[src/regulator_fault_pkg.sv]
// constants, flag layout and state encoding of the regulator fault response
//----------------------------------------------------------------
// How it works
//----------------------------------------------------------------
// How it works
// - buck warning sets flag; pin goes low only when its irq enable is one
// - buck thermal shutdown: SAFE, buck off, enable cleared, flag, count, pin low
// - after buck shutdown, buck undervoltage with reset enable one enters RESET
// - after thermal shutdown buck stays off until cooled, even with enable bit set
// - buck overvoltage: SAFE, buck off, enable cleared, flag, count, pin low
// - buck overvoltage still present for off delay while off: OFF, latch flag
// - step-up enable is one at power-up; MCU may clear it later
// - soft-start runs 2 ms after input ramp; shutdown, wake low or OFF restart it
// - step-up undervoltage, overvoltage and protection events set separate flags
// - step-up overload sets overload flag; converter keeps running
// - step-up short: off once current drops, flag, enable cleared, SAFE, count, pin
// - after step-up shutdown, undervoltage with reset enable one enters RESET
// - sink current sets flag; lasting over 20 us acts like a short circuit
// - sink event masked from enable until output first passes undervoltage level
// - re-enable during current limit switches converter off again and counts
// - step-up warning sets flag; pin goes low if pin high and irq enable one
// - step-up thermal shutdown: SAFE, off, enable cleared, flag, count, pin low
// - after thermal shutdown step-up stays off until cooled below hysteresis
// - step-up overvoltage: SAFE, off, enable cleared, flag, count, pin low
// - step-up overvoltage still present for off delay while off: OFF, latch flag
package regulator_fault_pkg;
	//----------------------------------------------------------------
	// timing
	//----------------------------------------------------------------
	localparam int CLK_MHZ = 100;
	localparam int SINK_TIME_US = 20;
	localparam int SINK_CYCLES = SINK_TIME_US * CLK_MHZ;
	localparam int SOFT_START_MS = 2;
	localparam int SOFT_START_CYCLES = SOFT_START_MS * 1000 * CLK_MHZ;
	localparam int OVP_OFF_DELAY_US = 10;
	localparam int OVP_OFF_CYCLES = OVP_OFF_DELAY_US * CLK_MHZ;
	localparam int ERR_CNT_WIDTH = 4;

	//----------------------------------------------------------------
	// synchronised comparator inputs
	//----------------------------------------------------------------
	localparam int NUM_IN = 16;
	localparam int IN_LV_WARN = 0;
	localparam int IN_LV_STD = 1;
	localparam int IN_LV_COOL = 2;
	localparam int IN_LV_OVP = 3;
	localparam int IN_LV_UV = 4;
	localparam int IN_SU_UV = 5;
	localparam int IN_SU_OV = 6;
	localparam int IN_SU_OVP = 7;
	localparam int IN_SU_OVERLOAD = 8;
	localparam int IN_SU_SHORT = 9;
	localparam int IN_SU_SINK = 10;
	localparam int IN_SU_WARN = 11;
	localparam int IN_SU_STD = 12;
	localparam int IN_SU_COOL = 13;
	localparam int IN_RAMP_DONE = 14;
	localparam int IN_WAKE = 15;

	//----------------------------------------------------------------
	// status flags
	//----------------------------------------------------------------
	localparam int NUM_FLAGS = 11;
	localparam int FL_LV_WARN = 0;
	localparam int FL_LV_STD = 1;
	localparam int FL_LV_OVP = 2;
	localparam int FL_SU_UV = 3;
	localparam int FL_SU_OV = 4;
	localparam int FL_SU_OVP = 5;
	localparam int FL_SU_OVERLOAD = 6;
	localparam int FL_SU_SHORT = 7;
	localparam int FL_SU_SINK = 8;
	localparam int FL_SU_WARN = 9;
	localparam int FL_SU_STD = 10;
	localparam logic [NUM_FLAGS-1:0] FAULT_IRQ_MASK = 11'h4A6;
	localparam logic [NUM_FLAGS-1:0] FLAGS_RESET = 11'h000;

	localparam logic ENABLE_RESET = 1'h1;

	typedef enum logic [3:0] {
		ST_ACTIVE = 4'h1,
		ST_SAFE = 4'h2,
		ST_RESET = 4'h4,
		ST_OFF = 4'h8
	} devState_t;
endpackage

[src/persistence_timer.sv]
// counts how long a condition has held and flags when a limit is reached
`timescale 1ns/1ps
module persistence_timer #(
	parameter int LIMIT = 1
) (
	input wire logic core_clk,
	input wire logic rst,
	input wire logic clkEnable,
	input wire logic run,
	output logic done
);
	localparam int W = $clog2(LIMIT + 1);
	localparam logic [W-1:0] LIM = W'(LIMIT);

	logic [W-1:0] count;
	logic [W-1:0] next_count;
	logic next_done;

	// dropping run restarts the interval from zero
	always_comb begin
		next_count = '0;
		next_done = 1'b0;
		if (run) begin
			next_count = (count == LIM) ? count : count + 1'b1;
			next_done = (next_count == LIM);
		end
	end

	always_ff @(posedge core_clk or posedge rst) begin
		if (rst) begin
			count <= '0;
			done <= 1'b0;
		end else if (clkEnable) begin
			count <= next_count;
			done <= next_done;
		end
	end
endmodule

[src/regulator_fault_response.sv]
// fault reaction for the low-voltage buck and the step-up converter
`timescale 1ns/1ps
module regulator_fault_response #(
	parameter int SOFT_START_CYCLES = regulator_fault_pkg::SOFT_START_CYCLES,
	parameter int SINK_CYCLES = regulator_fault_pkg::SINK_CYCLES,
	parameter int LV_OVP_OFF_CYCLES = regulator_fault_pkg::OVP_OFF_CYCLES,
	parameter int SU_OVP_OFF_CYCLES = regulator_fault_pkg::OVP_OFF_CYCLES,
	parameter int ERR_CNT_WIDTH = regulator_fault_pkg::ERR_CNT_WIDTH
) (
	input wire logic core_clk,
	input wire logic rst,
	input wire logic clkEnable,
	input wire logic lvBuckOtWarn,
	input wire logic lvBuckOtShutdown,
	input wire logic lvBuckCooled,
	input wire logic lvBuckOvp,
	input wire logic lvBuckUv,
	input wire logic stepUpUv,
	input wire logic stepUpOv,
	input wire logic stepUpOvp,
	input wire logic stepUpOverload,
	input wire logic stepUpShortCircuit,
	input wire logic stepUpSink,
	input wire logic stepUpOtWarn,
	input wire logic stepUpOtShutdown,
	input wire logic stepUpCooled,
	input wire logic wideBuckRampDone,
	input wire logic wakePin,
	input wire logic swLvBuckEnableSet,
	input wire logic swLvBuckEnableClear,
	input wire logic swStepUpEnableSet,
	input wire logic swStepUpEnableClear,
	input wire logic swControlLockClear,
	input wire logic [regulator_fault_pkg::NUM_FLAGS-1:0] swFlagClear,
	input wire logic lvBuckOvertempWarningIrqEnable,
	input wire logic stepUpOvertempWarningIrqEnable,
	input wire logic lvBuckUndervoltageResetEnable,
	input wire logic stepUpUndervoltageResetEnable,
	output logic driverEnableIrqN,
	output logic lvBuckEnableBit,
	output logic lvBuckOn,
	output logic stepUpEnableBit,
	output logic stepUpOn,
	output logic stepUpSoftStartDone,
	output logic controlLock,
	output logic [3:0] deviceState,
	output logic [ERR_CNT_WIDTH-1:0] deviceErrorCounter,
	output logic [regulator_fault_pkg::NUM_FLAGS-1:0] statusFlags,
	output logic lvBuckOvpLatched,
	output logic stepUpOvpLatched
);
	localparam int NI = regulator_fault_pkg::NUM_IN;

	//----------------------------------------------------------------
	// input synchronisers
	//----------------------------------------------------------------
	logic [NI-1:0] rawIn;
	logic [NI-1:0] syncA;
	logic [NI-1:0] syncB;
	logic [NI-1:0] syncC;
	logic [NI-1:0] filt;
	logic [NI-1:0] filtPrev;
	logic [NI-1:0] next_filt;
	logic [NI-1:0] rise;

	assign rawIn[regulator_fault_pkg::IN_LV_WARN] = lvBuckOtWarn;
	assign rawIn[regulator_fault_pkg::IN_LV_STD] = lvBuckOtShutdown;
	assign rawIn[regulator_fault_pkg::IN_LV_COOL] = lvBuckCooled;
	assign rawIn[regulator_fault_pkg::IN_LV_OVP] = lvBuckOvp;
	assign rawIn[regulator_fault_pkg::IN_LV_UV] = lvBuckUv;
	assign rawIn[regulator_fault_pkg::IN_SU_UV] = stepUpUv;
	assign rawIn[regulator_fault_pkg::IN_SU_OV] = stepUpOv;
	assign rawIn[regulator_fault_pkg::IN_SU_OVP] = stepUpOvp;
	assign rawIn[regulator_fault_pkg::IN_SU_OVERLOAD] = stepUpOverload;
	assign rawIn[regulator_fault_pkg::IN_SU_SHORT] = stepUpShortCircuit;
	assign rawIn[regulator_fault_pkg::IN_SU_SINK] = stepUpSink;
	assign rawIn[regulator_fault_pkg::IN_SU_WARN] = stepUpOtWarn;
	assign rawIn[regulator_fault_pkg::IN_SU_STD] = stepUpOtShutdown;
	assign rawIn[regulator_fault_pkg::IN_SU_COOL] = stepUpCooled;
	assign rawIn[regulator_fault_pkg::IN_RAMP_DONE] = wideBuckRampDone;
	assign rawIn[regulator_fault_pkg::IN_WAKE] = wakePin;

	// a bit only moves once the second and third stage agree
	always_comb begin
		for (int i = 0; i < NI; i++) begin
			next_filt[i] = (syncB[i] == syncC[i]) ? syncC[i] : filt[i];
		end
	end

	assign rise = filt & ~filtPrev;

	always_ff @(posedge core_clk or posedge rst) begin
		if (rst) begin
			syncA <= '0;
			syncB <= '0;
			syncC <= '0;
			filt <= '0;
			filtPrev <= '0;
		end else if (clkEnable) begin
			syncA <= rawIn;
			syncB <= syncA;
			syncC <= syncB;
			filt <= next_filt;
			filtPrev <= filt;
		end
	end

	//----------------------------------------------------------------
	// persistence timers
	//----------------------------------------------------------------
	logic sinkMask;
	logic sinkDone;
	logic lvOvpOffDone;
	logic suOvpOffDone;
	logic notOff;

	assign notOff = (deviceState != regulator_fault_pkg::ST_OFF);

	persistence_timer #(.LIMIT(SINK_CYCLES)) sinkTimer (
		.core_clk(core_clk),
		.rst(rst),
		.clkEnable(clkEnable),
		.run(filt[regulator_fault_pkg::IN_SU_SINK] && !sinkMask && stepUpOn),
		.done(sinkDone)
	);

	persistence_timer #(.LIMIT(LV_OVP_OFF_CYCLES)) lvOvpTimer (
		.core_clk(core_clk),
		.rst(rst),
		.clkEnable(clkEnable),
		.run(statusFlags[regulator_fault_pkg::FL_LV_OVP] && filt[regulator_fault_pkg::IN_LV_OVP]
			&& !lvBuckOn && notOff),
		.done(lvOvpOffDone)
	);

	persistence_timer #(.LIMIT(SU_OVP_OFF_CYCLES)) suOvpTimer (
		.core_clk(core_clk),
		.rst(rst),
		.clkEnable(clkEnable),
		.run(statusFlags[regulator_fault_pkg::FL_SU_OVP] && filt[regulator_fault_pkg::IN_SU_OVP]
			&& !stepUpOn && notOff),
		.done(suOvpOffDone)
	);

	// any drop of the converter, wake or OFF restarts the ramp
	persistence_timer #(.LIMIT(SOFT_START_CYCLES)) softStartTimer (
		.core_clk(core_clk),
		.rst(rst),
		.clkEnable(clkEnable),
		.run(filt[regulator_fault_pkg::IN_RAMP_DONE] && filt[regulator_fault_pkg::IN_WAKE]
			&& stepUpOn && notOff),
		.done(stepUpSoftStartDone)
	);

	//----------------------------------------------------------------
	// fault reaction
	//----------------------------------------------------------------
	logic [regulator_fault_pkg::NUM_FLAGS-1:0] next_flags;
	logic [3:0] next_state;
	logic [ERR_CNT_WIDTH-1:0] next_errCnt;
	logic next_lvEn;
	logic next_suEn;
	logic next_lvOn;
	logic next_suOn;
	logic next_lock;
	logic next_pin;
	logic lvHold;
	logic suHold;
	logic next_lvHold;
	logic next_suHold;
	logic lvUvArm;
	logic suUvArm;
	logic next_lvUvArm;
	logic next_suUvArm;
	logic lvWarnIrq;
	logic suWarnIrq;
	logic next_lvWarnIrq;
	logic next_suWarnIrq;
	logic suShortPend;
	logic next_suShortPend;
	logic suSinkOff;
	logic next_suSinkOff;
	logic next_sinkMask;
	logic next_lvOvpLatched;
	logic next_suOvpLatched;
	logic errInc;
	logic lockOpen;
	logic lvFault;
	logic suFault;

	always_comb begin
		next_flags = statusFlags & ~swFlagClear;
		next_lvWarnIrq = lvWarnIrq & ~swFlagClear[regulator_fault_pkg::FL_LV_WARN];
		next_suWarnIrq = suWarnIrq & ~swFlagClear[regulator_fault_pkg::FL_SU_WARN];
		next_state = deviceState;
		next_lvEn = lvBuckEnableBit;
		next_suEn = stepUpEnableBit;
		next_lock = controlLock && !swControlLockClear;
		next_lvHold = lvHold && !filt[regulator_fault_pkg::IN_LV_COOL];
		next_suHold = suHold && !filt[regulator_fault_pkg::IN_SU_COOL];
		next_lvUvArm = lvUvArm;
		next_suUvArm = suUvArm;
		next_suShortPend = suShortPend;
		next_suSinkOff = suSinkOff;
		next_sinkMask = sinkMask && filt[regulator_fault_pkg::IN_SU_UV];
		next_lvOvpLatched = lvBuckOvpLatched;
		next_suOvpLatched = stepUpOvpLatched;
		errInc = 1'b0;
		lvFault = rise[regulator_fault_pkg::IN_LV_STD] || rise[regulator_fault_pkg::IN_LV_OVP];
		suFault = 1'b0;

		// software writes; a clear of the lock in the same command opens it
		lockOpen = !controlLock || swControlLockClear;
		if (swLvBuckEnableClear) begin
			next_lvEn = 1'b0;
		end else if (swLvBuckEnableSet && lockOpen) begin
			next_lvEn = 1'b1;
		end
		if (swStepUpEnableClear) begin
			next_suEn = 1'b0;
		end else if (swStepUpEnableSet && lockOpen) begin
			if (filt[regulator_fault_pkg::IN_SU_OVERLOAD] || filt[regulator_fault_pkg::IN_SU_SHORT]) begin
				next_suEn = 1'b0;
				errInc = 1'b1;
			end else begin
				next_suEn = 1'b1;
			end
		end

		// low-voltage buck
		if (rise[regulator_fault_pkg::IN_LV_WARN]) begin
			next_flags[regulator_fault_pkg::FL_LV_WARN] = 1'b1;
			if (lvBuckOvertempWarningIrqEnable) begin
				next_lvWarnIrq = 1'b1;
			end
		end
		if (rise[regulator_fault_pkg::IN_LV_STD]) begin
			next_flags[regulator_fault_pkg::FL_LV_STD] = 1'b1;
			next_lvHold = 1'b1;
		end
		if (rise[regulator_fault_pkg::IN_LV_OVP]) begin
			next_flags[regulator_fault_pkg::FL_LV_OVP] = 1'b1;
		end
		if (lvFault) begin
			next_lvEn = 1'b0;
			next_lvUvArm = 1'b1;
			errInc = 1'b1;
		end

		// step-up converter
		if (rise[regulator_fault_pkg::IN_SU_UV]) begin
			next_flags[regulator_fault_pkg::FL_SU_UV] = 1'b1;
		end
		if (rise[regulator_fault_pkg::IN_SU_OV]) begin
			next_flags[regulator_fault_pkg::FL_SU_OV] = 1'b1;
		end
		if (rise[regulator_fault_pkg::IN_SU_OVP]) begin
			next_flags[regulator_fault_pkg::FL_SU_OVP] = 1'b1;
			suFault = 1'b1;
		end
		if (rise[regulator_fault_pkg::IN_SU_OVERLOAD]) begin
			next_flags[regulator_fault_pkg::FL_SU_OVERLOAD] = 1'b1;
		end
		if (filt[regulator_fault_pkg::IN_SU_SINK] && !sinkMask && stepUpOn) begin
			next_flags[regulator_fault_pkg::FL_SU_SINK] = 1'b1;
		end
		if (sinkDone) begin
			next_suSinkOff = 1'b1;
			next_suShortPend = 1'b1;
		end
		if (rise[regulator_fault_pkg::IN_SU_SHORT]) begin
			next_suShortPend = 1'b1;
		end
		// the switch stays on to discharge the coil until below overload
		if (suShortPend && !filt[regulator_fault_pkg::IN_SU_OVERLOAD]) begin
			next_suShortPend = 1'b0;
			next_flags[regulator_fault_pkg::FL_SU_SHORT] = 1'b1;
			suFault = 1'b1;
		end
		if (rise[regulator_fault_pkg::IN_SU_WARN]) begin
			next_flags[regulator_fault_pkg::FL_SU_WARN] = 1'b1;
			if (stepUpOvertempWarningIrqEnable && driverEnableIrqN) begin
				next_suWarnIrq = 1'b1;
			end
		end
		if (rise[regulator_fault_pkg::IN_SU_STD]) begin
			next_flags[regulator_fault_pkg::FL_SU_STD] = 1'b1;
			next_suHold = 1'b1;
			suFault = 1'b1;
		end
		if (suFault) begin
			next_suEn = 1'b0;
			next_suSinkOff = 1'b0;
			next_suUvArm = 1'b1;
			errInc = 1'b1;
		end
		if (lvFault || suFault) begin
			next_lock = 1'b1;
		end

		// device state
		case (deviceState)
			regulator_fault_pkg::ST_ACTIVE: begin
				if (lvFault || suFault) begin
					next_state = regulator_fault_pkg::ST_SAFE;
				end
			end
			regulator_fault_pkg::ST_SAFE: begin
				if ((lvUvArm && filt[regulator_fault_pkg::IN_LV_UV] && lvBuckUndervoltageResetEnable)
					|| (suUvArm && filt[regulator_fault_pkg::IN_SU_UV]
					&& stepUpUndervoltageResetEnable)) begin
					next_state = regulator_fault_pkg::ST_RESET;
					next_lvUvArm = 1'b0;
					next_suUvArm = 1'b0;
					next_lvEn = regulator_fault_pkg::ENABLE_RESET;
					next_suEn = regulator_fault_pkg::ENABLE_RESET;
				end
			end
			regulator_fault_pkg::ST_RESET: begin
				if (lvFault || suFault) begin
					next_state = regulator_fault_pkg::ST_SAFE;
				end else if (!filt[regulator_fault_pkg::IN_LV_UV] && !filt[regulator_fault_pkg::IN_SU_UV]) begin
					next_state = regulator_fault_pkg::ST_ACTIVE;
				end
			end
			regulator_fault_pkg::ST_OFF: begin
				next_state = regulator_fault_pkg::ST_OFF;
			end
			default: begin
				next_state = regulator_fault_pkg::ST_OFF;
			end
		endcase
		if (lvOvpOffDone) begin
			next_state = regulator_fault_pkg::ST_OFF;
			next_lvOvpLatched = 1'b1;
		end
		if (suOvpOffDone) begin
			next_state = regulator_fault_pkg::ST_OFF;
			next_suOvpLatched = 1'b1;
		end

		// the enable bit may stay set while the hold keeps the rail down
		next_lvOn = next_lvEn && !next_lvHold && (next_state != regulator_fault_pkg::ST_OFF);
		next_suOn = next_suEn && !next_suHold && !next_suSinkOff
			&& (next_state != regulator_fault_pkg::ST_OFF);
		if (next_suOn && !stepUpOn) begin
			next_sinkMask = 1'b1;
		end

		// saturates so a fault storm cannot wrap back to a low count
		next_errCnt = deviceErrorCounter;
		if (errInc && (deviceErrorCounter != {ERR_CNT_WIDTH{1'b1}})) begin
			next_errCnt = deviceErrorCounter + 1'b1;
		end

		next_pin = !(|(next_flags & regulator_fault_pkg::FAULT_IRQ_MASK)
			|| next_lvWarnIrq || next_suWarnIrq);
	end

	always_ff @(posedge core_clk or posedge rst) begin
		if (rst) begin
			statusFlags <= regulator_fault_pkg::FLAGS_RESET;
			deviceState <= regulator_fault_pkg::ST_ACTIVE;
			deviceErrorCounter <= '0;
			lvBuckEnableBit <= regulator_fault_pkg::ENABLE_RESET;
			stepUpEnableBit <= regulator_fault_pkg::ENABLE_RESET;
			lvBuckOn <= 1'b0;
			stepUpOn <= 1'b0;
			controlLock <= 1'b0;
			driverEnableIrqN <= 1'b1;
			lvHold <= 1'b0;
			suHold <= 1'b0;
			lvUvArm <= 1'b0;
			suUvArm <= 1'b0;
			lvWarnIrq <= 1'b0;
			suWarnIrq <= 1'b0;
			suShortPend <= 1'b0;
			suSinkOff <= 1'b0;
			sinkMask <= 1'b0;
			lvBuckOvpLatched <= 1'b0;
			stepUpOvpLatched <= 1'b0;
		end else if (clkEnable) begin
			statusFlags <= next_flags;
			deviceState <= next_state;
			deviceErrorCounter <= next_errCnt;
			lvBuckEnableBit <= next_lvEn;
			stepUpEnableBit <= next_suEn;
			lvBuckOn <= next_lvOn;
			stepUpOn <= next_suOn;
			controlLock <= next_lock;
			driverEnableIrqN <= next_pin;
			lvHold <= next_lvHold;
			suHold <= next_suHold;
			lvUvArm <= next_lvUvArm;
			suUvArm <= next_suUvArm;
			lvWarnIrq <= next_lvWarnIrq;
			suWarnIrq <= next_suWarnIrq;
			suShortPend <= next_suShortPend;
			suSinkOff <= next_suSinkOff;
			sinkMask <= next_sinkMask;
			lvBuckOvpLatched <= next_lvOvpLatched;
			stepUpOvpLatched <= next_suOvpLatched;
		end
	end
endmodule

[config.mk]
export PLATFORM = sky130hd
export DESIGN_NAME = regulator_fault_response
export DESIGN_NICKNAME = d
export VERILOG_FILES = /design/src/regulator_fault_pkg.sv /design/src/persistence_timer.sv /design/src/regulator_fault_response.sv
export SDC_FILE = /design/constraint.sdc
export NUM_CORES = 1
export LEC_CHECK = 0
export BUFFER_PORTS_ARGS = -buffer_cell sky130_fd_sc_hd__buf_2
export CAP_MARGIN = 30
export CORE_MARGIN = 2
export CORE_UTILIZATION = 60
export DETAILED_ROUTE_END_ITERATION = 10
export MAX_ROUTING_LAYER = met4
export PLACE_DENSITY_LB_ADDON = 0.3
export SLEW_MARGIN = 10
export SYNTH_ARGS = -nofsm -noshare
export SYNTH_HDL_FRONTEND = slang
export SYNTH_HIERARCHICAL = 1
export SYNTH_SLANG_ARGS = --single-unit
export TNS_END_PERCENT = 10
[constraint.sdc]
create_clock -name core_clk -period 4.7 [get_ports core_clk]
set_input_delay 0.94 -clock core_clk [delete_from_list [all_inputs] [get_ports core_clk]]
set_output_delay 0.94 -clock core_clk [all_outputs]
set_load 0.01 [all_outputs]
Word-level counts from Yosys, hierarchy flattened
Cells that the tools add are included. W data, S select, Z words.

Bits in registers: 166. Output and inout port bits: 28. Word-level logic and storage cells: 233.

Mux-type cells: 68. $add $sub $neg: 5. Reductions and logical operators: 74. Equal/unequal tests: 30. Bitwise operators: 8.

Operators by type and width (number): $mux W1 (53); $eq A10 B10 Y1 const B (4); $mux W10 (4); $reduce_and A2 Y1 (20); $eq A18 B18 Y1 const B (2); $mux W18 (2); $logic_and A1 B1 Y1 (31); $mux W4 (6); $eq A11 B11 Y1 const B (2); $mux W11 (2); $add A10 B1 Y10 const B (2); $add A18 B1 Y18 const B (1); $eq A1 B1 Y1 (16); $logic_not A1 Y1 (14); $and A13 B13 Y13 (1); $not A13 Y13 (1); $ne A4 B4 Y1 const B (3); $pmux W4 S3 (1); $add A11 B1 Y11 const B (1); $and A11 B11 Y11 (1); $not A11 Y11 (1); $logic_or A1 B1 Y1 (7); $reduce_or A5 Y1 (1); $add A4 B1 Y4 const B (1); other kinds (6) (8).

Longest topological paths before layout
Gate-level depths: netlist of the first run.

Depth after elaboration: 14. Gate-level depth with buffers: 8. Mapped depth without buffers: 8.

By module
The synthesis of the first run kept the hierarchy.

Modules (own cells, without submodules): regulator_fault_response (cells each 408, times used 1, area an instance 4729.5 um^2); persistence_timer (lvOvpTimer ...) (cells each 94, times used 2, area an instance 765.7 um^2); persistence_timer (softStartTimer) (cells each 174, times used 1, area an instance 1408.9 um^2); persistence_timer (sinkTimer) (cells each 96, times used 1, area an instance 800.8 um^2).

Least setup slack after synthesis of the first run
Ideal clock, no wire load.

Path type: flip-flop to flip-flop. Start: register sinkTimer.count[0]. End: register sinkTimer.done. Arrival time: 2.001 ns. Period minus slack after synthesis: 2.105 ns. Stages on the path, launching flop included: 8. Path slack: 2.595 ns. Library setup time: 0.103 ns. Data required time: 4.597 ns. Path through: dfrtp_1 inv_1 ha_1 nand4b_1 nor3_2 mux2_4 or4_4 o41ai_2.

Word-level cells in the longest chain between the ends: 4.

Ends and longest elaborated chain: start: declaration (line persistence_timer.sv:15) `logic [W-1:0] count;`; start signal: assignment (line persistence_timer.sv:34) `count <= next_count;`; $add A11 B1 Y11 / $eq A11 B11 Y1 (equally long branches) (line persistence_timer.sv:24) `next_count = (count == LIM) ? count : count + 1'b1;`; $mux W11 (*) (line persistence_timer.sv:24); $eq A11 B11 Y1 (*) (line persistence_timer.sv:25) `next_done = (next_count == LIM);`; $mux W1 (*) (line persistence_timer.sv:23) `if (run) begin`; end signal: assignment (line persistence_timer.sv:35) `done <= next_done;`; end: declaration (line persistence_timer.sv:10) `output logic done`.

Every way passes the cells marked *; elsewhere a longest branch is shown, timed or not. A chain may end at the register's enable or synchronous reset.

==> results of run 1 <==
worst max-delay path: stages:
cell and delay (ps):
buf_6 540, nand2_1 510, nor2_1 260, nand3_1 110
nor4_1 300, nand2_1 100, o31ai_2 220
how the worst max path moves through the flow:
| stage | start | end | cells past startpoint |
|---|---|---|---|
| after floorplan | rst | controlLock | 1 |
| after global placement | clkEnable | softStartTimer/done | 7 |
| after detailed placement | clkEnable | softStartTimer/done | 7 |
| after CTS | clkEnable | softStartTimer/done | 7 |
| after global routing | clkEnable | softStartTimer/done | 7 |
| final | clkEnable | softStartTimer/done | 7 |
final cells by class:
type | count | area (µm²)
inverter | 48 | 183
sequential | 163 | 4080
clock inverter | 13 | 195
timing repair buffer | 71 | 374
clock buffer | 19 | 453
tap | 180 | 225
fill | 1041 | 4330
multi-input combinational | 612 | 3980
cells by family after synthesis:
kind of cell,count (synthesis)
fa+ha+maj,9
mux,61
compound gates,205
xor+xnor,21
simple gates,316
buf+inv,91
flops,163
registers in the layout, indices dropped and copies added (netlist names), 4 cells and up:
signal                cells
syncB                    16
sinkTimer/count          11
statusFlags              11
filtPrev                 10
suOvpTimer/count         10
softStartTimer/count     18
lvOvpTimer/count         10
deviceErrorCounter        4
syncC                    16
filt                     16
deviceState               4
syncA                    16
metal layers:
metal  vias to the layer above  routed length, µm  track usage, %
met5                         -                  0               -
met4                         0                340            9.70
met3                        35                924            5.53
met2                       187               8800            41.0
met1                      3160               8350            35.8
li1                       3181                  -               -
cell usage after synthesis, types with 10 or more instances:
cell type	n	share of area (%)
nand3_1	40	2.4
and3_1	10	0.74
nor3_1	11	0.65
nor2_1	45	2.0
mux2_2	55	7.3
clkbuf_1	18	0.80
o21ai_0	52	3.1
inv_1	47	2.1
dfrtp_1	159	47
o31ai_1	22	1.9
xnor2_1	12	1.2
nand2_1	117	5.2
nand2b_1	29	2.1
a21oi_1	63	3.7
buf_2	15	0.89
per-stage QoR:
step           total power (W)  hold WS [ps]  instance area, µm²  util (%)
2_1_floorplan          0.00220           435                8470         -
5_1_grt                0.00412           467                9500      68.7
4_1_cts                0.00395           458                9500      68.7
3_5_place_dp           0.00242           446                8850      64.0
6_report               0.00391           454                9500      68.7
3_3_place_gp           0.00238           435                8850      64.0
layout by cell type (no fill, tap or decap), drive strengths merged, types with 8 or more instances in the layout:
cell | Yosys | routed
dfrtp | 159 | 159
nand2 | 118 | 118
buf | 25 | 71
a21oi | 63 | 63
o21ai | 58 | 58
mux2 | 57 | 57
inv | 48 | 54
nor2 | 45 | 45
nand3 | 40 | 40
nand2b | 30 | 30
o31ai | 23 | 23
clkbuf | 18 | 19
nor3 | 13 | 13
xnor2 | 12 | 12
and3 | 11 | 11
nor2b | 10 | 10
xor2 | 9 | 9
ha | 9 | 9
a22o | 8 | 8
o41ai | 8 | 8
report_power, final:
group | total [W] | switching [W] | internal [W]
sequential | 0.00177 | 0.000168 | 0.00161
combinational | 0.000621 | 0.000322 | 0.000299
clock | 0.00152 | 0.000590 | 0.000929
==> metrics.md, run 1 <==
| Metric | Value |
|---|---|
| Outcome | `complete, no violations` |
| Die H | `123 µm` |
| Hold Startpoint | `lvBuckOvpLatched` |
| Relative slew slack | `37.3%` |
| Post-synthesis instance total | `866` |
| Place WS | `1600 ps` |
| Synthesis-stage register bit count | `163` |
| Sequential-to-total area share from yosys stat | `48.2%` |
| Hold_buf cts | `0` |
| Clock skew | `11.5 ps` |
| Slew Limit Fails | `0` |
| Final std cells w/o fill | `1106` |
| Final Hold Viols | `0` |
| # setup viols final | `0` |
| Total grt overflow | `0` |
| Setup TNS | `0 ps` |
| Initial DRC count | `532` |
| Yosys cell types | `79` |
| Vias in the first global route | `6206` |
| Crit Path Max Fanout | `109` |
| I/O pin count | `67` |
| DR vias | `6563` |
| Wire length per cell | `16.7 µm` |
| Unrepaired setup endpoints after global routing | `no` |
| Crit start category | `primary input` |
| Worst-Skew Late Latency | `430 ps` |
| Leakage power | `4.16 nW` |
| Clock sink count | `163` |
| Hold path endpoint | `lvBuckOvpLatched` |
| Num rows | `43` |
| Total core area | `0.0138 mm²` |
| Global-route wire length before repair | `30.7 mm` |
| Setup WS post-layout | `2000 ps` |
| Die area | `0.0151 mm²` |
| Clk buf depth | `2` |
| TritonCTS clock tree | `done` |
| Placed cells | `1074` |
| Worst reg2reg path depth | `9` |
| Clock transition at path regs | `70 ps` |
| Initial Util | `61.3%` |
| Data required, critical path | `5040 ps` |
| Worst IR Drop VDD | `0.338 mV` |
| Critical Path AT | `3040 ps` |
| Syn_nets | `914` |
| Reg2reg end | `softStartTimer/done` |
| Worst hold path cell count | `1` |
| Fmax achieved | `370 MHz` |
| Largest net degree at the start of global routing | `110` |
| Synth Area in Compound Gates | `15.7%` |
| Via density | `5.93` |
| Layout cell share with drive strength beyond 1 | `21.3%` |
| Post-CTS Setup Bufs | `0` |
| Mapped Area | `0.00847 mm²` |
| Post-synthesis mux area share | `8.14%` |
| ANT nets after route | `0` |
| Largest family of logic cells by synthesized area | `simple AND/OR/NAND/NOR gates` |
| Router iterations before antenna repair | `5` |
| Cell Pwr Density | `412 mW/mm²` |
| Drt drc | `0` |
| Synth async-reset ratio | `100%` |
| PostCTS Resize Cnt | `0` |
| Final min period | `2700 ps` |
| Tightest Pin Transition | `934 ps` |
| Post-synth EDFFs | `0` |
| TritonCTS Buffers | `17` |
| Placer Congestion | `0.924` |
| Adder-cell share of the synthesized area | `1.33%` |
| Layout Nets | `961` |
| PortBufs | `66` |
| Fin crit share | `57.5%` |
| Initial antenna violation count | `0` |
| Setup crit end kind | `flip-flop` |
| H-tree levels | `4` |
| Worst Setup Path Type | `primary input to flip-flop` |
| Main synth FF type | `dfrtp_1` |
| Synth Area per Inst | `9.78 µm²` |
| Die X | `123 µm` |
| HPWL after DPL | `12.3 mm` |
| CTS root buf | `clkbuf_16` |
| R2R Setup Slk | `2230 ps` |
| GRT Util Overall | `26.9%` |
| # diodes | `0` |
| Worst Hold Class | `flip-flop to flip-flop` |
| Yosys warning count | `6` |
| Post-Synth Simple-Gate Area | `19.7%` |
| Xor/xnor share of the synthesized area | `2.17%` |
| Routed WL | `18.4 mm` |
| RR Startpoint | `deviceState[0]` |
| Max-Cap Viols | `0` |
| Area grow syn2layout | `12.1%` |
Power figures use the tool's default switching activity.
==> run 2, diff against run 1 <==
ABC_AREA = 1   (was not set)
CORE_UTILIZATION = 54   (was 60)
clock period = 2.2 ns   (was 4.7 ns; I/O delays follow)
==> run 2 against run 1 <==
Effect of this change: via count grew 3.1%; critical path depth grew 1; synthesized cell count grew 15%; sequential cell count is the same; critical endpoint unchanged.
==> metrics.md, run 2 <==
| Metric | Value |
|---|---|
| Fmax achieved | `554 MHz` |
| Yosys cell types | `36` |
| Leakage power | `4.47 nW` |
| GRT Util Overall | `24.2%` |
| Largest net degree at the start of global routing | `60` |
| Clk buf depth | `2` |
| Final hold slack | `104 ps` |
| Clock skew | `7.06 ps` |
| Placer Congestion | `0.874` |
| Commonest non-fill, non-tap cell in the layout | `nand2_1` |
| # setup viols final | `0` |
| Worst path max stage delay | `550 ps` |
| Wl on met1 | `8.03 mm` |
| Setup TNS | `0 ps` |
| ANT nets after route | `0` |
| Data required, critical path | `2510 ps` |
| Worst path cell trace | `nor4_1, nor2_1, nand2_1, inv_1, nand3_1, nor2_1, nand2_1, nand2_1` |
| Post-synth top area share | `49.5%` |
| PortBufs | `66` |
| Die area | `0.0159 mm²` |
| Critical path buffers and inverters | `1` |
| Initial Util | `55.3%` |
| Fillers | `1259` |
| Clock transition at path regs | `60 ps` |
| PostCTS Resize Cnt | `0` |
| Syn_nets | `1041` |
| Clock share of power | `39.4%` |
| Crit start category | `flip-flop` |
| Footprint of the multi-input gates | `0.00338 mm²` |
| Worst Hold Class | `primary input to async pin` |
| Logic pwr share | `14.1%` |
| Worst-Skew Late Latency | `420 ps` |
| Total core area | `0.0145 mm²` |
| Most frequent cells in the layout | `257 x nand2_1, 159 x dfrtp_1, 119 x inv_1` |
| Max-Cap Viols | `0` |
| Initial DRC count | `545` |
| Via density | `5.36` |
| I/O pin count | `67` |
| Hold_buf cts | `0` |
| Unrepaired setup endpoints after global routing | `no` |
| Initial antenna violation count | `0` |
| Post-synth EDFFs | `0` |
| Count leader, synth | `nand2_1` |
| Setup crit end kind | `flip-flop` |
| Switch share | `27.6%` |
| Outcome | `complete, no violations` |
| Critical path's slowest cell | `nor4_1` |
| Largest register FFs | `18` |
| TritonCTS clock tree | `done` |
| CTS root buf | `clkbuf_16` |
| # diodes | `0` |
| Reg area | `0.00408 mm²` |
| Yosys warning count | `6` |
| Post-CTS Setup Bufs | `0` |
| Met2 wire len | `8.38 mm` |
| Most frequent cells after synthesis | `257 x nand2_1, 159 x dfrtp_1, 121 x inv_1` |
| Sequential-to-total area share from yosys stat | `50.8%` |
| TritonCTS Buffers | `17` |
| Highest metal used | `met4` |
| Switch Pwr | `0.00213 W` |
| Layout Nets | `1115` |
| Total grt overflow | `0` |
| Cell taking the most area after synthesis | `dfrtp_1` |
| Crit. Startpoint | `deviceState[1]` |
| HPWL after DPL | `12.5 mm` |
| Global-route wire length before repair | `30.4 mm` |
| Worst IR Drop VDD | `0.542 mV` |
| Final Hold Viols | `0` |
| Wire length per cell | `13.8 µm` |
| Main synth FF type | `dfrtp_1` |
| Largest cells by area after synthesis | `dfrtp_1 49%, nand2_1 12%, o21ai_0 6.7%, inv_1 5.6%, nor2_1 4.3%` |
| Clock sink count | `163` |
| DR vias | `6766` |
| Critical Path AT | `2110 ps` |
| Num rows | `44` |
| Die H | `126 µm` |
| Synthesis-stage register bit count | `163` |
| Register share of total power | `46.5%` |
| Die X | `126 µm` |
| Vias in the first global route | `6508` |
| RR Startpoint | `deviceState[1]` |
| Final min period | `1810 ps` |
| Layout cell share with drive strength beyond 1 | `14.2%` |
| Synth Area per Inst | `8.10 µm²` |
| Int Power | `0.00559 W` |
| Area grow syn2layout | `14.8%` |
| H-tree levels | `4` |
| Mapped Area | `0.00804 mm²` |
| Slew Limit Fails | `0` |
| Tightest Pin Transition | `754 ps` |
| Worst Setup Path Type | `flip-flop to flip-flop` |
| Crit Path Max Fanout | `13` |
| Met3 WL | `715 µm` |
| Critical Path Most Common Cell | `nand2_1` |
| Cell Pwr Density | `836 mW/mm²` |
| Fin crit share | `82.1%` |
| Relative slew slack | `49.7%` |
| Routed WL | `17.4 mm` |
| Router iterations before antenna repair | `5` |
| Drt drc | `0` |
| CP top delay family | `simple AND/OR/NAND/NOR gates` |
| Synth async-reset ratio | `100%` |
| Top reg by flops | `softStartTimer/count` |
| Post-synthesis instance total | `993` |
-- run 2: cell type report --
cell class / instances / area share [%]
flip-flops and latches: 163 / 44.2
well taps: 184 / 2.49
clock buffers: 20 / 4.95
inverters: 122 / 5.00
repair buffers: 81 / 5.10
multi-input cells: 682 / 36.6
clock inverters: 11 / 1.67
-- run 2: cell families (layout without fill, tap and decap cells) --
family,Yosys count,count (layout),share of synthesized area (%)
AND/OR/NAND/NOR,467,467,25.2
AO/OA/AOI/OAI,183,183,12.8
flip-flops,163,163,50.8
buffers and inverters,148,234,7.26
XOR/XNOR,23,23,2.60
adder cells (fa/ha/maj),9,9,1.40
-- run 2: power by group through the flow --
stage	combinational (W)	clock, W	sequential, W
detailed placement	0.00109	0	0.00363
floorplan	0.000680	0	0.00364
CTS	0.00110	0.00308	0.00359
global route	0.00124	0.00322	0.00364
finish	0.00109	0.00304	0.00359
global placement	0.00106	0	0.00363
-- run 2: path summary, 6_finish.rpt --
kind / to / slack [ps] / cells past startpoint
max: softStartTimer/done / 390 / 8
min: lvOvpTimer/count[8] / 100 / 2
max reg2reg: softStartTimer/done / 390 / 8
min reg2reg: lvBuckOvpLatched / 460 / 1
max in group asynchronous: driverEnableIrqN / 1380 / 3
min in group core_clk: syncA[3] / 220 / 3
-- run 2: layer usage --
layer	up-vias	track usage (%)
met5	-	-
met4	0	7.56
met3	28	4.72
met2	158	38.1
met1	3197	32.1
li1	3383	-
-- run 2: worst register-to-register path, cell delays in order, from the launching register on --
cell and delay [ps]:
dfrtp_1 430, nor4_1 550, nor2_1 80, nand2_1 110, inv_1 200, nand3_1 160
nor2_1 60, nand2_1 60, nand2_1 40
-- run 2: metrics by stage --
stage               power (W)  instance area (µm²)  std cells  setup WS (ps)  utilization (%)
floorplan             0.00432                 8050        993            434                -
global placement      0.00469                 8620       1232            432             59.3
detailed placement    0.00472                 8620       1232            409             59.3
CTS                   0.00777                 9230       1263            384             63.5
global route          0.00809                 9230       1263            215             63.5
finish                0.00772                 9230       1263            395             63.5
==> run 3, diff against run 2 <==
ABC_AREA = 0   (was 1)
CORE_UTILIZATION = 55   (was 54)
clock period = 1.5 ns   (was 2.2 ns; I/O delays follow)
==> run 3 against run 2 <==
Effect of this change: the flow now finishes with violations (negative setup slack); combinational power increased by 130%; non-clock buffer count increased by 145; register-to-register slack got worse by 1100 ps; fmax decreased by 16%; critical path type unchanged; largest power group unchanged; highest routed layer unchanged.
==> metrics.md, run 3 (synthesized netlist as in run 1, its figures left out) <==
| Metric | Value |
|---|---|
| Commonest non-fill, non-tap cell in the layout | `dfrtp_1` |
| TritonCTS clock tree | `done` |
| Initial antenna violation count | `0` |
| Failing checks | `negative setup slack` |
| Max-Cap Viols | `0` |
| Wire length per cell | `16.5 µm` |
| Largest register FFs | `18` |
| Tightest Pin Transition | `511 ps` |
| Reg area | `0.00409 mm²` |
| Outcome | `finished with violations` |
| Worst Hold Class | `primary input to flip-flop` |
| Setup WS post-layout | `-658 ps` |
| H-tree levels | `4` |
| ANT nets after route | `0` |
| Final hold slack | `95.0 ps` |
| GRT Util Overall | `26.8%` |
| Total grt overflow | `0` |
| Layout cell share with drive strength beyond 1 | `38.7%` |
| Met2 wire len | `10.5 mm` |
| CTS root buf | `clkbuf_16` |
| Total core area | `0.0151 mm²` |
| Global-route wire length before repair | `34.0 mm` |
| Via density | `5.73` |
| Fin crit share | `144%` |
| Clock skew | `12.6 ps` |
| Total power | `0.0124 W` |
| Worst IR Drop VDD | `0.875 mV` |
| Final instance area | `0.0111 mm²` |
| Die H | `128 µm` |
| Largest net degree at the start of global routing | `72` |
| # setup viols final | `48` |
| Footprint of the multi-input gates | `0.00433 mm²` |
| Placer Congestion | `0.892` |
| Routed WL | `21.0 mm` |
| Slew Limit Fails | `0` |
| Most frequent cells in the layout | `157 x dfrtp_1, 140 x buf_4, 110 x nand2_1` |
| Die X | `128 µm` |
| Place WS | `-592 ps` |
| Layout Nets | `1116` |
| Worst path cell trace | `inv_2, ha_4, nand4b_1, nor3_2, mux2_4, or4_4, o41ai_2` |
| Area grow syn2layout | `31.0%` |
| Fillers | `1048` |
| Clock sink count | `163` |
| Cell Pwr Density | `1120 mW/mm²` |
| Relative slew slack | `65.9%` |
| Wl on met1 | `9.16 mm` |
| Fmax achieved | `463 MHz` |
| Top reg by flops | `softStartTimer/count` |
| DR vias | `7276` |
| Final Hold Viols | `0` |
| Setup crit end kind | `flip-flop` |
| HPWL after DPL | `14.0 mm` |
| Critical Path AT | `2490 ps` |
| # diodes | `0` |
| Worst Setup Path Type | `flip-flop to flip-flop` |
| Num rows | `45` |
| Area after DPL | `0.0100 mm²` |
| Die area | `0.0164 mm²` |
| Met3 WL | `935 µm` |
| Crit Path Max Fanout | `2` |
| Highest metal used | `met4` |
| Clk buf depth | `2` |
| Initial DRC count | `437` |
| Drt drc | `0` |
| Worst-Skew Late Latency | `430 ps` |
| Leakage power | `5.05 nW` |
| Initial Util | `55.9%` |
| Unrepaired setup endpoints after global routing | `yes` |
| Critical path's slowest cell | `or4_4` |
| Final min period | `2160 ps` |
| Worst path max stage delay | `470 ps` |
| Vias in the first global route | `7061` |
| Clock transition at path regs | `70 ps` |
| Data required, critical path | `1830 ps` |
| Router iterations before antenna repair | `5` |
| TritonCTS Buffers | `17` |
| PortBufs | `66` |
| Crit start category | `flip-flop` |
| I/O pin count | `67` |
[run 3: cell types whose count changed in the layout (fill, tap and decap cells not counted), moves of 29 or more]
| cell | previous run | this run |
|---|---|---|
| a21oi_1 | 13 | 61 |
| buf_4 | 14 | 140 |
| inv_1 | 119 | 39 |
| mux2_2 | 0 | 54 |
| nand2_1 | 257 | 110 |
| nand2b_1 | 0 | 29 |
| nand3_1 | 64 | 33 |
| nor2_1 | 93 | 40 |
| o21ai_0 | 108 | 28 |
[run 3: worst paths after layout]
kind | from | depth (start not counted) | slack (ps) | endpoint
min in group asynchronous | rst | 3 | 420 | statusFlags[8]
setup / recovery | sinkTimer/count[1] | 7 | -660 | sinkTimer/done
setup reg to reg | sinkTimer/count[1] | 7 | -660 | sinkTimer/done
max in group asynchronous | rst | 4 | 460 | stepUpEnableBit
hold / removal | lvBuckOtWarn | 2 | 90 | syncA[0]
hold reg to reg | lvBuckOvpLatched | 1 | 450 | lvBuckOvpLatched
[run 3: worst max-delay path: cells and delay by family (launching register included)]
kind | cells | cell delay [ps]
multiplexers | 1 | 320
AND/OR/NAND/NOR | 3 | 880
adder cells (fa/ha/maj) | 1 | 120
flip-flops | 1 | 390
buffers and inverters | 1 | 80
AO/OA/AOI/OAI | 1 | 270
[run 3: timing repair]
| item | in CTS | in global routing |
|---|---|---|
| endpoints found under the hold margin | 57 | 0 |
| hold buffers | 1 | 0 |
| endpoints found under the setup margin | 61 | 63 |
| buffers inserted | 3 | 3 |
| pin swaps | 22 | 22 |
| resized for setup | 76 | 54 |
[run 3: cell type report]
cell class              instances  share of cell area (%)
clock buffers                  18                    3.87
clock inverters                14                    1.44
inverters                      48                    1.76
multi-input cells             612                    39.0
flip-flops and latches        163                    36.8
well taps                     188                    2.12
repair buffers                226                    15.0
[run 3: per-layer routing]
layer / global-route usage [%] / vias up
met5: - / -
met4: 7.76 / 0
met3: 5.34 / 35
li1: - / 3481
met2: 44.0 / 187
met1: 34.2 / 3573
[run 3: per-stage QoR]
| stage | TNS [ps] | util [%] | std cells |
|---|---|---|---|
| 3_5_place_dp | -12410 | 66.2 | 1230 |
| 2_1_floorplan | -21220 | - | 866 |
| 5_1_grt | -10520 | 73.3 | 1269 |
| 4_1_cts | -4590 | 71.7 | 1266 |
| 6_report | -5930 | 73.3 | 1269 |
| 3_3_place_gp | -11200 | 66.2 | 1230 |
[run 3: report_power, final]
group | internal (W) | switching [W]
sequential | 0.00503 | 0.000452
combinational | 0.00128 | 0.00122
clock | 0.00238 | 0.00201
